**src/common/arc_defines.svh**
```systemverilog
/*
 * Offsets, field positions and reset values of the audio rate converter
 * routing bank. Assumes the includer maps index N to byte address 4*N.
 */
`ifndef ARC_DEFINES_SVH
`define ARC_DEFINES_SVH

// ----------------------------------------------------------------
// register indices (byte address is four times the index)
// ----------------------------------------------------------------
`define ARC_IDX_CONV4_THR 12'h907
`define ARC_IDX_CONV5_INC_LOW 12'h908
`define ARC_IDX_CONV5_INC_MID 12'h909
`define ARC_IDX_CONV5_INC_HIGH 12'h90a
`define ARC_IDX_CONV5_THR 12'h90b
`define ARC_IDX_CONV6_INC_LOW 12'h90c
`define ARC_IDX_CONV6_INC_MID 12'h90d
`define ARC_IDX_CONV6_INC_HIGH 12'h90e
`define ARC_IDX_CONV6_THR 12'h90f
`define ARC_IDX_ROUTE 12'h920
`define ARC_IDX_BYPASS 12'h921
`define ARC_IDX_STROBE_SEL 12'h922
`define ARC_IDX_STATUS 12'h923

// ----------------------------------------------------------------
// reset values
// ----------------------------------------------------------------
`define ARC_RST_THR 4'h8
`define ARC_RST_CONV5_LOW 8'h53
`define ARC_RST_CONV5_MID 8'h04
`define ARC_RST_CONV5_HIGH 2'h1
`define ARC_RST_CONV6_LOW 8'haa
`define ARC_RST_CONV6_MID 8'h4f
`define ARC_RST_CONV6_HIGH 2'h1
`define ARC_RST_ROUTE 8'hc9
`define ARC_RST_BYPASS 8'h00
`define ARC_RST_STROBE_SEL 6'h1b

// ----------------------------------------------------------------
// widths and bus answers
// ----------------------------------------------------------------
`define ARC_ADDR_W 16
`define ARC_LVL_W 5
`define ARC_RESP_OKAY 2'h0
`define ARC_RESP_SLVERR 2'h2

`endif

```
**src/common/arc_pkg.sv**
```systemverilog
/*
 * Types of the audio rate converter routing bank.
 * Assumes arc_defines.svh supplies the numbers.
 */
package arc_pkg;

    // converter picked by a destination selector
    typedef enum logic [1:0] {
        ARC_CONV3,
        ARC_CONV4,
        ARC_CONV5,
        ARC_CONV6
    } arc_conv_e;

    // source of a converter's output fifo read strobe
    typedef enum logic [1:0] {
        ARC_STB_WORD_SELECT,
        ARC_STB_CODEC_READ,
        ARC_STB_NICAM_ENABLE,
        ARC_STB_OWN_WRITE
    } arc_strobe_e;

    // routing register layout, msb first
    typedef struct packed {
        arc_conv_e codec_link_route;
        arc_conv_e serial_port_route;
        arc_conv_e second_parallel_route;
        arc_conv_e first_parallel_route;
    } arc_route_s;

    // one stereo sample word
    typedef struct packed {
        logic [15:0] left;
        logic [15:0] right;
    } arc_sample_s;

    // 18-bit phase increment built from three fields
    typedef struct packed {
        logic [1:0] high;
        logic [7:0] mid;
        logic [7:0] low;
    } arc_inc_s;

endpackage : arc_pkg

```
**src/rtl/arc_routing_bank.sv**
```systemverilog
/*
 * Configuration bank and routing of the later sample rate converters:
 * phase increments, read thresholds, output routing, baseband bypass.
 * Assumes an AXI4-Lite master on clk, converter streams on clk, and the
 * word select, codec read and nicam enable strobes arriving from pins.
 */
// Summary of operation
// - each converter increment is 18 bits, a low byte, a middle byte and a 2-bit top field.
// - one increment per converter serves both left and right channels.
// - the middle byte sits at bits 15 to 8 of the increment.
// - converter five resets to low 0x53, middle 0x04, top 01.
// - converter six resets to low 0xaa, middle 0x4f, top 01.
// - a 4-bit fill threshold, reset eight, gates the read enable of both channel fifos.
// - four destinations each own a 2-bit selector at bits 7:6, 5:4, 3:2 and 1:0.
// - selector values 0 to 3 route converters three to six.
// - routing resets to codec six, serial three, parallel two five, parallel one four.
// - each of eight bypass bits is independent, one bypasses, all reset to zero.
// - bypass bits 7 to 4 skip path two soft-clip, volume, equalizer and level control.
// - bypass bits 3 to 0 skip path one soft-clip, volume, equalizer and level control.
// - each converter read strobe comes from word select, codec read, nicam enable or own write.
`timescale 1ns/1ps
`include "arc_defines.svh"

module arc_routing_bank (
    input wire logic clk,
    input wire logic rst_n,
    input wire logic [`ARC_ADDR_W-1:0] s_axi_awaddr,
    input wire logic s_axi_awvalid,
    output logic s_axi_awready,
    input wire logic [31:0] s_axi_wdata,
    input wire logic [3:0] s_axi_wstrb,
    input wire logic s_axi_wvalid,
    output logic s_axi_wready,
    output logic [1:0] s_axi_bresp,
    output logic s_axi_bvalid,
    input wire logic s_axi_bready,
    input wire logic [`ARC_ADDR_W-1:0] s_axi_araddr,
    input wire logic s_axi_arvalid,
    output logic s_axi_arready,
    output logic [31:0] s_axi_rdata,
    output logic [1:0] s_axi_rresp,
    output logic s_axi_rvalid,
    input wire logic s_axi_rready,
    input wire logic word_select_pin,
    input wire logic codec_read_pin,
    input wire logic nicam_enable_pin,
    input wire logic [2:0] conv_fifo_write,
    input wire logic [2:0][`ARC_LVL_W-1:0] conv_fifo_level,
    output logic [2:0] conv_read_enable,
    output arc_pkg::arc_inc_s conv5_increment,
    output arc_pkg::arc_inc_s conv6_increment,
    output logic [2:0][3:0] conv_read_threshold,
    output logic [7:0] baseband_stage_bypass,
    input wire arc_pkg::arc_sample_s [3:0] conv_sample,
    input wire logic [3:0] conv_valid,
    output arc_pkg::arc_sample_s codec_link_sample,
    output logic codec_link_valid,
    output arc_pkg::arc_sample_s first_parallel_sample,
    output logic first_parallel_valid,
    output arc_pkg::arc_sample_s second_parallel_sample,
    output logic second_parallel_valid,
    output arc_pkg::arc_sample_s serial_port_sample,
    output logic serial_port_valid,
    input wire logic serial_port_ready,
    output logic serial_source_ready
);

    // ----------------------------------------------------------------
    // functions
    // ----------------------------------------------------------------
    // true for every index that the bank answers with okay
    function automatic logic idx_mapped(input logic [11:0] idx);
        idx_mapped = (idx >= `ARC_IDX_CONV4_THR && idx <= `ARC_IDX_CONV6_THR) ||
                     (idx >= `ARC_IDX_ROUTE && idx <= `ARC_IDX_STATUS);
    endfunction : idx_mapped

    function automatic arc_pkg::arc_sample_s route_pick(input arc_pkg::arc_conv_e sel,
                                                         input arc_pkg::arc_sample_s [3:0] smp);
        route_pick = smp[sel];
    endfunction : route_pick

    function automatic logic strobe_pick(input logic [1:0] sel, input logic [2:0] ext, input logic own);
        case (arc_pkg::arc_strobe_e'(sel))
            arc_pkg::ARC_STB_WORD_SELECT: strobe_pick = ext[0];
            arc_pkg::ARC_STB_CODEC_READ: strobe_pick = ext[1];
            arc_pkg::ARC_STB_NICAM_ENABLE: strobe_pick = ext[2];
            arc_pkg::ARC_STB_OWN_WRITE: strobe_pick = own;
            default: strobe_pick = 1'b0;
        endcase
    endfunction : strobe_pick

    // ----------------------------------------------------------------
    // declarations
    // ----------------------------------------------------------------
    logic awready_ff, wready_ff, bvalid_ff, arready_ff, rvalid_ff;
    logic aw_got_ff, w_got_ff;
    logic [1:0] bresp_ff, rresp_ff;
    logic [31:0] rdata_ff;
    logic [11:0] waddr_idx_ff;
    logic [7:0] wbyte_ff;
    logic wlane_ff;
    logic aw_hs, w_hs, do_write, ar_hs;
    logic [11:0] raddr_idx;
    logic [2:0][3:0] thr_ff;
    arc_pkg::arc_inc_s inc5_ff, inc6_ff;
    arc_pkg::arc_route_s route_ff;
    logic [7:0] bypass_ff;
    logic [5:0] strobe_sel_ff;
    logic [2:0] sync1_ff, sync2_ff, sync3_ff, filt_ff, filt_prev_ff;
    logic [2:0] ext_event;
    logic [2:0] rd_en_ff;
    arc_pkg::arc_sample_s codec_ff, par1_ff, par2_ff, head_ff, spare_ff;
    logic codec_v_ff, par1_v_ff, par2_v_ff;
    logic [1:0] cnt_ff, nxt_cnt;
    logic out_v_ff, in_rdy_ff;
    logic push, pop, in_valid;
    arc_pkg::arc_sample_s in_sample;

    // ----------------------------------------------------------------
    // axi write channel
    // ----------------------------------------------------------------
    assign aw_hs = s_axi_awvalid && awready_ff;
    assign w_hs = s_axi_wvalid && wready_ff;
    assign do_write = aw_got_ff && w_got_ff && !bvalid_ff;

    // address and data are taken in either order, held until both are in
    always_ff @(posedge clk or negedge rst_n) begin
        if (!rst_n) begin
            aw_got_ff <= 1'b0;
            waddr_idx_ff <= 12'h000;
        end else if (aw_hs) begin
            aw_got_ff <= 1'b1;
            waddr_idx_ff <= s_axi_awaddr[13:2];
        end else if (do_write) begin
            aw_got_ff <= 1'b0;
        end
    end

    always_ff @(posedge clk or negedge rst_n) begin
        if (!rst_n) begin
            w_got_ff <= 1'b0;
            wbyte_ff <= 8'h00;
            wlane_ff <= 1'b0;
        end else if (w_hs) begin
            w_got_ff <= 1'b1;
            wbyte_ff <= s_axi_wdata[7:0];
            wlane_ff <= s_axi_wstrb[0];
        end else if (do_write) begin
            w_got_ff <= 1'b0;
        end
    end

    // ready drops after a take and returns once the response is gone
    always_ff @(posedge clk or negedge rst_n) begin
        if (!rst_n) begin
            awready_ff <= 1'b0;
            wready_ff <= 1'b0;
        end else begin
            awready_ff <= aw_hs ? 1'b0 : (!aw_got_ff && !bvalid_ff);
            wready_ff <= w_hs ? 1'b0 : (!w_got_ff && !bvalid_ff);
        end
    end

    // unmapped writes are dropped and answered with slverr
    always_ff @(posedge clk or negedge rst_n) begin
        if (!rst_n) begin
            bvalid_ff <= 1'b0;
            bresp_ff <= `ARC_RESP_OKAY;
        end else if (do_write) begin
            bvalid_ff <= 1'b1;
            bresp_ff <= idx_mapped(waddr_idx_ff) ? `ARC_RESP_OKAY : `ARC_RESP_SLVERR;
        end else if (s_axi_bready) begin
            bvalid_ff <= 1'b0;
        end
    end

    // ----------------------------------------------------------------
    // configuration registers
    // ----------------------------------------------------------------
    // only byte lane 0 carries data; reserved bits are never stored
    always_ff @(posedge clk or negedge rst_n) begin
        if (!rst_n) begin
            thr_ff <= {3{`ARC_RST_THR}};
            inc5_ff <= {`ARC_RST_CONV5_HIGH, `ARC_RST_CONV5_MID, `ARC_RST_CONV5_LOW};
            inc6_ff <= {`ARC_RST_CONV6_HIGH, `ARC_RST_CONV6_MID, `ARC_RST_CONV6_LOW};
            route_ff <= `ARC_RST_ROUTE;
            bypass_ff <= `ARC_RST_BYPASS;
            strobe_sel_ff <= `ARC_RST_STROBE_SEL;
        end else if (do_write && wlane_ff) begin
            case (waddr_idx_ff)
                `ARC_IDX_CONV4_THR: thr_ff[0] <= wbyte_ff[3:0];
                `ARC_IDX_CONV5_INC_LOW: inc5_ff.low <= wbyte_ff;
                `ARC_IDX_CONV5_INC_MID: inc5_ff.mid <= wbyte_ff;
                `ARC_IDX_CONV5_INC_HIGH: inc5_ff.high <= wbyte_ff[1:0];
                `ARC_IDX_CONV5_THR: thr_ff[1] <= wbyte_ff[3:0];
                `ARC_IDX_CONV6_INC_LOW: inc6_ff.low <= wbyte_ff;
                `ARC_IDX_CONV6_INC_MID: inc6_ff.mid <= wbyte_ff;
                `ARC_IDX_CONV6_INC_HIGH: inc6_ff.high <= wbyte_ff[1:0];
                `ARC_IDX_CONV6_THR: thr_ff[2] <= wbyte_ff[3:0];
                `ARC_IDX_ROUTE: route_ff <= wbyte_ff;
                `ARC_IDX_BYPASS: bypass_ff <= wbyte_ff;
                `ARC_IDX_STROBE_SEL: strobe_sel_ff <= wbyte_ff[5:0];
                default: ;
            endcase
        end
    end

    // one increment per converter feeds both channel resamplers
    assign conv5_increment = inc5_ff;
    assign conv6_increment = inc6_ff;
    assign conv_read_threshold = thr_ff;
    // bits 7:4 steer path two stages, 3:0 path one, same order
    assign baseband_stage_bypass = bypass_ff;

    // ----------------------------------------------------------------
    // axi read channel
    // ----------------------------------------------------------------
    assign ar_hs = s_axi_arvalid && arready_ff;
    assign raddr_idx = s_axi_araddr[13:2];

    always_ff @(posedge clk or negedge rst_n) begin
        if (!rst_n) begin
            arready_ff <= 1'b0;
        end else begin
            arready_ff <= ar_hs ? 1'b0 : !rvalid_ff;
        end
    end

    // reserved and unused bits read as zero
    always_ff @(posedge clk or negedge rst_n) begin
        if (!rst_n) begin
            rvalid_ff <= 1'b0;
            rdata_ff <= 32'h0000_0000;
            rresp_ff <= `ARC_RESP_OKAY;
        end else if (ar_hs) begin
            rvalid_ff <= 1'b1;
            rresp_ff <= idx_mapped(raddr_idx) ? `ARC_RESP_OKAY : `ARC_RESP_SLVERR;
            case (raddr_idx)
                `ARC_IDX_CONV4_THR: rdata_ff <= {28'h0, thr_ff[0]};
                `ARC_IDX_CONV5_INC_LOW: rdata_ff <= {24'h0, inc5_ff.low};
                `ARC_IDX_CONV5_INC_MID: rdata_ff <= {24'h0, inc5_ff.mid};
                `ARC_IDX_CONV5_INC_HIGH: rdata_ff <= {30'h0, inc5_ff.high};
                `ARC_IDX_CONV5_THR: rdata_ff <= {28'h0, thr_ff[1]};
                `ARC_IDX_CONV6_INC_LOW: rdata_ff <= {24'h0, inc6_ff.low};
                `ARC_IDX_CONV6_INC_MID: rdata_ff <= {24'h0, inc6_ff.mid};
                `ARC_IDX_CONV6_INC_HIGH: rdata_ff <= {30'h0, inc6_ff.high};
                `ARC_IDX_CONV6_THR: rdata_ff <= {28'h0, thr_ff[2]};
                `ARC_IDX_ROUTE: rdata_ff <= {24'h0, route_ff};
                `ARC_IDX_BYPASS: rdata_ff <= {24'h0, bypass_ff};
                `ARC_IDX_STROBE_SEL: rdata_ff <= {26'h0, strobe_sel_ff};
                `ARC_IDX_STATUS: rdata_ff <= {26'h0, cnt_ff, 1'b0, filt_ff};
                default: rdata_ff <= 32'h0000_0000;
            endcase
        end else if (s_axi_rready) begin
            rvalid_ff <= 1'b0;
        end
    end

    // ----------------------------------------------------------------
    // external strobe synchronisers and read enables
    // ----------------------------------------------------------------
    // a bit changes only once stages two and three agree
    always_ff @(posedge clk or negedge rst_n) begin
        if (!rst_n) begin
            sync1_ff <= 3'h0;
            sync2_ff <= 3'h0;
            sync3_ff <= 3'h0;
            filt_ff <= 3'h0;
            filt_prev_ff <= 3'h0;
        end else begin
            sync1_ff <= {nicam_enable_pin, codec_read_pin, word_select_pin};
            sync2_ff <= sync1_ff;
            sync3_ff <= sync2_ff;
            filt_ff <= (sync2_ff & sync3_ff) | (filt_ff & (sync2_ff | sync3_ff));
            filt_prev_ff <= filt_ff;
        end
    end

    assign ext_event = filt_ff & ~filt_prev_ff;

    // one enable pulse per strobe event while fill reaches the threshold
    always_ff @(posedge clk or negedge rst_n) begin
        if (!rst_n) begin
            rd_en_ff <= 3'h0;
        end else begin
            for (int k = 0; k < 3; k++) begin
                rd_en_ff[k] <= strobe_pick(strobe_sel_ff[2*k +: 2], ext_event, conv_fifo_write[k]) &&
                               (conv_fifo_level[k] >= {1'b0, thr_ff[k]});
            end
        end
    end

    assign conv_read_enable = rd_en_ff;

    // ----------------------------------------------------------------
    // unbuffered destinations
    // ----------------------------------------------------------------
    // these sinks never stall, so a plain register stage is enough
    always_ff @(posedge clk or negedge rst_n) begin
        if (!rst_n) begin
            codec_ff <= '0;
            par1_ff <= '0;
            par2_ff <= '0;
            codec_v_ff <= 1'b0;
            par1_v_ff <= 1'b0;
            par2_v_ff <= 1'b0;
        end else begin
            codec_ff <= route_pick(route_ff.codec_link_route, conv_sample);
            codec_v_ff <= conv_valid[route_ff.codec_link_route];
            par1_ff <= route_pick(route_ff.first_parallel_route, conv_sample);
            par1_v_ff <= conv_valid[route_ff.first_parallel_route];
            par2_ff <= route_pick(route_ff.second_parallel_route, conv_sample);
            par2_v_ff <= conv_valid[route_ff.second_parallel_route];
        end
    end

    assign codec_link_sample = codec_ff;
    assign codec_link_valid = codec_v_ff;
    assign first_parallel_sample = par1_ff;
    assign first_parallel_valid = par1_v_ff;
    assign second_parallel_sample = par2_ff;
    assign second_parallel_valid = par2_v_ff;

    // ----------------------------------------------------------------
    // serial port two-entry buffer
    // ----------------------------------------------------------------
    assign in_sample = route_pick(route_ff.serial_port_route, conv_sample);
    assign in_valid = conv_valid[route_ff.serial_port_route];
    assign push = in_valid && in_rdy_ff;
    assign pop = out_v_ff && serial_port_ready;

    always_comb begin
        nxt_cnt = cnt_ff;
        if (push && !pop) begin
            nxt_cnt = cnt_ff + 2'h1;
        end else if (pop && !push) begin
            nxt_cnt = cnt_ff - 2'h1;
        end
    end

    // head is the output word, so data leaves straight from a flop
    always_ff @(posedge clk or negedge rst_n) begin
        if (!rst_n) begin
            head_ff <= '0;
            spare_ff <= '0;
        end else if (pop) begin
            if (cnt_ff == 2'h2) begin
                head_ff <= spare_ff;
            end else if (push) begin
                head_ff <= in_sample;
            end
        end else if (push) begin
            if (cnt_ff == 2'h0) begin
                head_ff <= in_sample;
            end else begin
                spare_ff <= in_sample;
            end
        end
    end

    // ready is registered; the spare entry absorbs the word in flight
    always_ff @(posedge clk or negedge rst_n) begin
        if (!rst_n) begin
            cnt_ff <= 2'h0;
            out_v_ff <= 1'b0;
            in_rdy_ff <= 1'b0;
        end else begin
            cnt_ff <= nxt_cnt;
            out_v_ff <= (nxt_cnt != 2'h0);
            in_rdy_ff <= (nxt_cnt != 2'h2);
        end
    end

    assign serial_port_sample = head_ff;
    assign serial_port_valid = out_v_ff;
    assign serial_source_ready = in_rdy_ff;

    // ----------------------------------------------------------------
    // bus outputs
    // ----------------------------------------------------------------
    assign s_axi_awready = awready_ff;
    assign s_axi_wready = wready_ff;
    assign s_axi_bvalid = bvalid_ff;
    assign s_axi_bresp = bresp_ff;
    assign s_axi_arready = arready_ff;
    assign s_axi_rvalid = rvalid_ff;
    assign s_axi_rdata = rdata_ff;
    assign s_axi_rresp = rresp_ff;

endmodule : arc_routing_bank

```
**config.mk**
```make
export PLATFORM = sky130hd
export DESIGN_NAME = arc_routing_bank
export DESIGN_NICKNAME = d
export VERILOG_FILES = /design/src/common/arc_pkg.sv /design/src/rtl/arc_routing_bank.sv
export VERILOG_INCLUDE_DIRS = /design/src /design/src/common
export SDC_FILE = /design/constraint.sdc
export NUM_CORES = 1
export LEC_CHECK = 0
export ABC_AREA = 1
export BUFFER_PORTS_ARGS = -buffer_cell sky130_fd_sc_hd__clkbuf_2
export CORE_MARGIN = 2
export CORE_UTILIZATION = 47
export CTS_CLUSTER_SIZE = 28
export DETAILED_ROUTE_END_ITERATION = 10
export GPL_ROUTABILITY_DRIVEN = 0
export PLACE_DENSITY = 0.8
export SLEW_MARGIN = 10
export SYNTH_ARGS = -nofsm -noshare
export SYNTH_HDL_FRONTEND = slang
export SYNTH_SLANG_ARGS = --single-unit
```
**constraint.sdc**
```tcl
create_clock -name clk -period 1.65 [get_ports clk]
set_input_delay 0.165 -clock clk [delete_from_list [all_inputs] [get_ports clk]]
set_output_delay 0.165 -clock clk [all_outputs]
set_load 0.02 [all_outputs]
```
Yosys cells after proc, flatten, opt, wreduce, memory -nomap -nowiden

Cells that the tools add are included.

Output and inout bits: 233
Register bits: 319
Input bits: 229
Word-level logic and storage cells: 203

$lt $le $gt $ge: 15
Reductions and logical operators: 53
Equality and inequality tests: 36
Muxes and demuxes: 39
Bitwise operators: 8
Add/sub/neg operators: 2

Operators by type and width:

| operator               | count |
|---|---|
| $eq A12 B12 Y1 const B | 25 |
| $mux W32               | 9 |
| $bmux W32 S2           | 4 |
| $pmux W8 S13           | 1 |
| $ge A12 B12 Y1 const B | 4 |
| $le A12 B12 Y1 const B | 4 |
| $reduce_and A2 Y1      | 12 |
| $logic_and A1 B1 Y1    | 19 |
| $reduce_bool A2 Y1     | 8 |
| $ge A5 B4 Y1           | 3 |
| $eq A2 B2 Y1 const B   | 7 |
| $mux W1                | 14 |
| $lt A2 B3 Y1 const B   | 4 |
| $pmux W1 S4            | 3 |
| $and A3 B3 Y3          | 3 |
| $bmux W1 S2            | 4 |
| $logic_not A2 Y1       | 4 |
| $mux W2                | 4 |
| $eq A2 B1 Y1 const B   | 3 |
| $logic_not A1 Y1       | 6 |
| $or A3 B3 Y3           | 2 |
| $reduce_and A3 Y1      | 2 |
| $not A3 Y3             | 1 |
| $add A2 B1 Y2 const B  | 1 |
| other kinds (4)        | 6 |

Longest topological paths before layout

Depth after elaboration: 8
Depth in mapped cells: 13
Depth with buffers taken out: 12

Worst setup path before layout

OpenSTA, ideal clock, no wires.

Kind: register to register
Start: register bvalid_ff (netlist: s_axi_bvalid)
End: register bypass_ff[6] (netlist: baseband_stage_bypass[6])
Data required time: 1530 ps
Setup time: 120 ps
Period minus slack after synthesis: 1652 ps
Cell stages (with the launch flop): 10
Arrival: 1532 ps
Path buffers: 1
Setup slack: -2 ps
Cells stage by stage: dfrtp_1 -> inv_1 -> nand3_1 -> inv_1 -> nand2_1 -> inv_2 -> nand4_1 -> clkbuf_1 -> o21ai_0 -> inv_1

Word-level cells in the longest chain between the ends: 4

Ends and longest elaborated chain:

| item                        | RTL line                | RTL |
|---|---|---|
| from (decl)                 | arc_routing_bank.sv:95  | `logic awready_ff, wready_ff, bvalid_ff, arready_ff, rvalid_ff;` |
| from (signal assigned)      | arc_routing_bank.sv:167 | `bvalid_ff <= 1'b0;` |
| from (signal assigned)      | arc_routing_bank.sv:170 | `bvalid_ff <= 1'b1;` |
| from (signal assigned)      | arc_routing_bank.sv:173 | `bvalid_ff <= 1'b0;` |
| $logic_not A1 Y1            | arc_routing_bank.sv:124 | `assign do_write = aw_got_ff && w_got_ff && !bvalid_ff;` |
| $logic_and A1 B1 Y1         | arc_routing_bank.sv:124 |  |
| $logic_and A1 B1 Y1         | arc_routing_bank.sv:189 | `end else if (do_write && wlane_ff) begin` |
| $reduce_and A2 Y1 (no line) | --                      |  |
| to (signal assigned)        | arc_routing_bank.sv:187 | `` bypass_ff <= `ARC_RST_BYPASS; `` |
| to (signal assigned)        | arc_routing_bank.sv:201 | `` `ARC_IDX_BYPASS: bypass_ff <= wbyte_ff; `` |
| to (decl)                   | arc_routing_bank.sv:107 | `logic [7:0] bypass_ff;` |

No other way between the ends.
A chain may end at the register's enable or synchronous reset.

Worst setup path in the final report

Start: register waddr_idx_ff[9]
End: register strobe_sel_ff[2]

Word-level cells in the longest chain between the ends: 2

Ends and longest elaborated chain:

| item                        | RTL line                | RTL |
|---|---|---|
| from (decl)                 | arc_routing_bank.sv:99  | `logic [11:0] waddr_idx_ff;` |
| from (signal assigned)      | arc_routing_bank.sv:133 | `waddr_idx_ff <= s_axi_awaddr[13:2];` |
| $eq A12 B12 Y1              | arc_routing_bank.sv:190 | `case (waddr_idx_ff)` |
| $reduce_and A2 Y1 (no line) | --                      |  |
| to (signal assigned)        | arc_routing_bank.sv:188 | `` strobe_sel_ff <= `ARC_RST_STROBE_SEL; `` |
| to (signal assigned)        | arc_routing_bank.sv:202 | `` `ARC_IDX_STROBE_SEL: strobe_sel_ff <= wbyte_ff[5:0]; `` |
| to (decl)                   | arc_routing_bank.sv:108 | `logic [5:0] strobe_sel_ff;` |

No other way between the ends.

==> flow_summary.json <==
{
  "postRouteAntennaNets": 0,
  "synth_common_cells": "o21ai_0, nor2_1, dfrtp_1",
  "routed_wl_um": 59500,
  "r2r_start": "waddr_idx_ff[9]$_DFFE_PN0P_",
  "hold_viol": 0,
  "max_slew_margin_pct": 64.2,
  "rrSetupSlack_ns": -0.07,
  "maxCapViolations": 0,
  "yosys_warnings": 0,
  "synthFlopType": "dfrtp_1",
  "synth_top_family_by_area": "compound AO/OA/AOI/OAI gates",
  "rsz0062_at_grt": "yes",
  "nets": 2620,
  "clock_sinks": 293,
  "fmax_mhz": 580,
  "core_um2": 31400,
  "startpoint": "waddr_idx_ff[9]$_DFFE_PN0P_",
  "p_per_area_nw_per_um2": 1170,
  "io_buffers": 400,
  "ys_seq_area_share_pct": 49.4,
  "crit_fanout": 6,
  "synth.top_cell.area_share_pct": 44.7,
  "clk_latency_ns": 0.52,
  "worst_setup_path_end_kind": "register",
  "antenna_found_initial": 2,
  "total_power_uw": 23400,
  "yosys.area.top_type": "dfrtp_1",
  "leakage_uw": 0.00974,
  "cts_buffers": 34,
  "status": "complete, but fails checks",
  "std_cell_rows": 65,
  "post_synth_num_cell_types": 32,
  "cts_tree": "done",
  "netlist_instances": 1892,
  "violations": "negative setup slack",
  "synth-async-reset-ratio_pct": 100,
  "cts_buffer_depth": 3,
  "rr_worst_depth": 9,
  "area_delta_synth_final_pct": 34.3,
  "grt_pass1_vias": 16269,
  "crit_arrival_ns": 2.12,
  "finalCritPeriodShare_pct": 104,
  "synth-edff-count": 0,
  "vias": 16761,
  "synth_area_leaders": "dfrtp_1, o21ai_0, nor2_1, nand2_1, dfstp_2",
  "grt_usage_pct": 33.9,
  "min_from": "conv_sample[62]",
  "setup_viol": 19,
  "post-synth-top-count-cell": "o21ai_0",
  "clkTransAtPathRegs_ns": 0.06,
  "fin_skew_ns": 0.0224,
  "grt_first_pass_wirelength_um": 88000,
  "yosys-mux-area-fraction_pct": 0.605,
  "synth_compound_area_share_pct": 22.5,
  "dp_hpwl_um": 38800,
  "worst_pin_slew_ns": 0.536,
  "whs_ns": 0.0195,
  "wire_per_inst_um": 21.2,
  "required_ns": 2.05,
  "die_w_um": 182,
  "synthXorXnorAreaFrac_pct": 0,
  "synth.avg_cell_area_um2": 7.87,
  "drt_iter0_drc": 2168,
  "grt.overflow.total": 0,
  "endpoint": "strobe_sel_ff[2]$_DFFE_PN0P_",
  "synthAdderAreaFrac_pct": 1.38,
  "htree_levels": 2,
  "viasPerCell": 5.97,
  "fin_ws_ns": -0.0731,
  "startpoint_type": "register",
  "syn_area_um2": 14900,
  "crit_type": "reg -> reg",
  "ir_worst_vdd_v": 0.000973,
  "slew_viol_final": 0,
  "grt_start_max_net_pins": 68,
  "dieArea_um2": 33100,
  "drt-pass1-iter-count": 8,
  "min_path_type": "in -> reg",
  "drc": 0,
  "finalCriticalPeriod_ns": 1.72,
  "io_pins": 462,
  "fp.dieH_um": 182,
  "drive_above_1_share_pct": 26.6,
  "synth-simple-area-share_pct": 18.5,
  "ys_seq_elements": 293,
  "start_util_pct": 47.5,
  "r2r_end": "strobe_sel_ff[2]$_DFFE_PN0P_",
  "fill_cells": 2529,
  "cts_root_buf": "clkbuf_16"
}
[worst min path at each step]
stage | cells after the start | slack [ns] | endpoint
2_1_floorplan | 0 | -0.13 | aw_got_ff$_DFFE_PN0P_
3_3_place_gp | 1 | 0.15 | first_parallel_sample[5]$_DFF_PN0_
3_5_place_dp | 1 | 0.16 | first_parallel_sample[5]$_DFF_PN0_
4_1_cts | 3 | 0.0002 | first_parallel_sample[1]$_DFF_PN0_
5_1_grt | 3 | 0.01 | first_parallel_sample[21]$_DFF_PN0_
6_report | 3 | 0.02 | first_parallel_sample[30]$_DFF_PN0_
[flip-flops by register name (all words and copies together), names as in the netlist, 12 cells and up]
| register | cells |
|---|---|
| codec_link_sample | 32 |
| first_parallel_sample | 32 |
| second_parallel_sample | 32 |
| serial_port_sample | 32 |
| spare_ff | 32 |
| conv5_increment | 18 |
| conv6_increment | 18 |
| conv_read_threshold | 12 |
| waddr_idx_ff | 12 |
[layer usage]
| layer | track usage (%) | part of all wire (%) |
|---|---|---|
| met1 | 39.5 | 34 |
| met2 | 56.6 | 47 |
| met3 | 8.86 | 12 |
| met4 | 20.0 | 6.8 |
| met5 | 0 | 0 |
[cells by family (layout without fill, tap and decap cells)]
family                   Yosys count  count (layout)
flip-flops                       293             293
buffers and inverters            261             746
other                              1              28
multiplexers                       8               8
AND/OR/NAND/NOR                  696             696
adder cells (fa/ha/maj)           17              17
AO/OA/AOI/OAI                    616             616
[what timing repair did]
item	CTS	global route
hold buffers	74	0
pin swaps	0	6
resized for setup	0	82
gates cloned	0	12
setup endpoints to repair	2	126
hold endpoints to repair	124	0
buffers inserted	0	7
[through the flow]
stage / instances / setup slack [ns] / utilization, % / cell area (um2) / setup TNS (ns)
final: 2806 / -0.0731 / 63.7 / 20000 / -0.338
after global placement: 2650 / 0.0552 / 56.3 / 17700 / 0
after CTS: 2785 / -0.00885 / 62.2 / 19500 / -0.00918
after global routing: 2805 / -0.136 / 63.7 / 20000 / -4.40
after detailed placement: 2650 / 0.00956 / 56.3 / 17700 / 0
after floorplan: 1917 / 0.00982 / - / 15000 / 0
[power by group]
| part | switching (uW) | internal (uW) | total (uW) | leakage, uW |
|---|---|---|---|---|
| registers | 982 | 8500 | 9480 | 0.00348 |
| logic | 4070 | 2380 | 6450 | 0.00571 |
| clock network | 3060 | 4410 | 7470 | 0.000545 |
[cell type report]
class,count,area [um2],area share (%)
Multi-Input combinational cell,1363,6690,33.5
Clock inverter,7,48.8,0.244
Tap cell,402,503,2.51
Antenna cell,2,5.00,0.0250
Sequential cell,293,7370,36.8
Timing Repair Buffer,570,3890,19.5
Inverter,115,434,2.17
Clock buffer,54,1060,5.28
[cells in the final DEF (no fill, tap or decap), types with 26 or more instances in the layout]
master,netlist,routed
dfrtp_1,266,262
inv_1,113,105
o22ai_1,100,100
o22a_1,32,32
a21oi_1,63,52
nand2_1,227,223
dlygate4sd3_1,0,74
nand3_1,69,67
dfstp_2,27,27
buf_4,27,57
conb_1,1,26
clkbuf_16,0,41
nor2_1,376,353
o21ai_0,412,394
clkbuf_2,1,399
[worst max-delay path, cell delays in order, from the launching register on]
cell and delay [ns]:
dfrtp_1 0.38, nor2_1 0.14, nand3_2 0.14, nor2_2 0.13, nand4_1 0.18, nor2_4 0.24
buf_8 0.18, nor2_2 0.04, a21oi_1 0.13, inv_1 0.05
(Power assumes the default switching activity.)
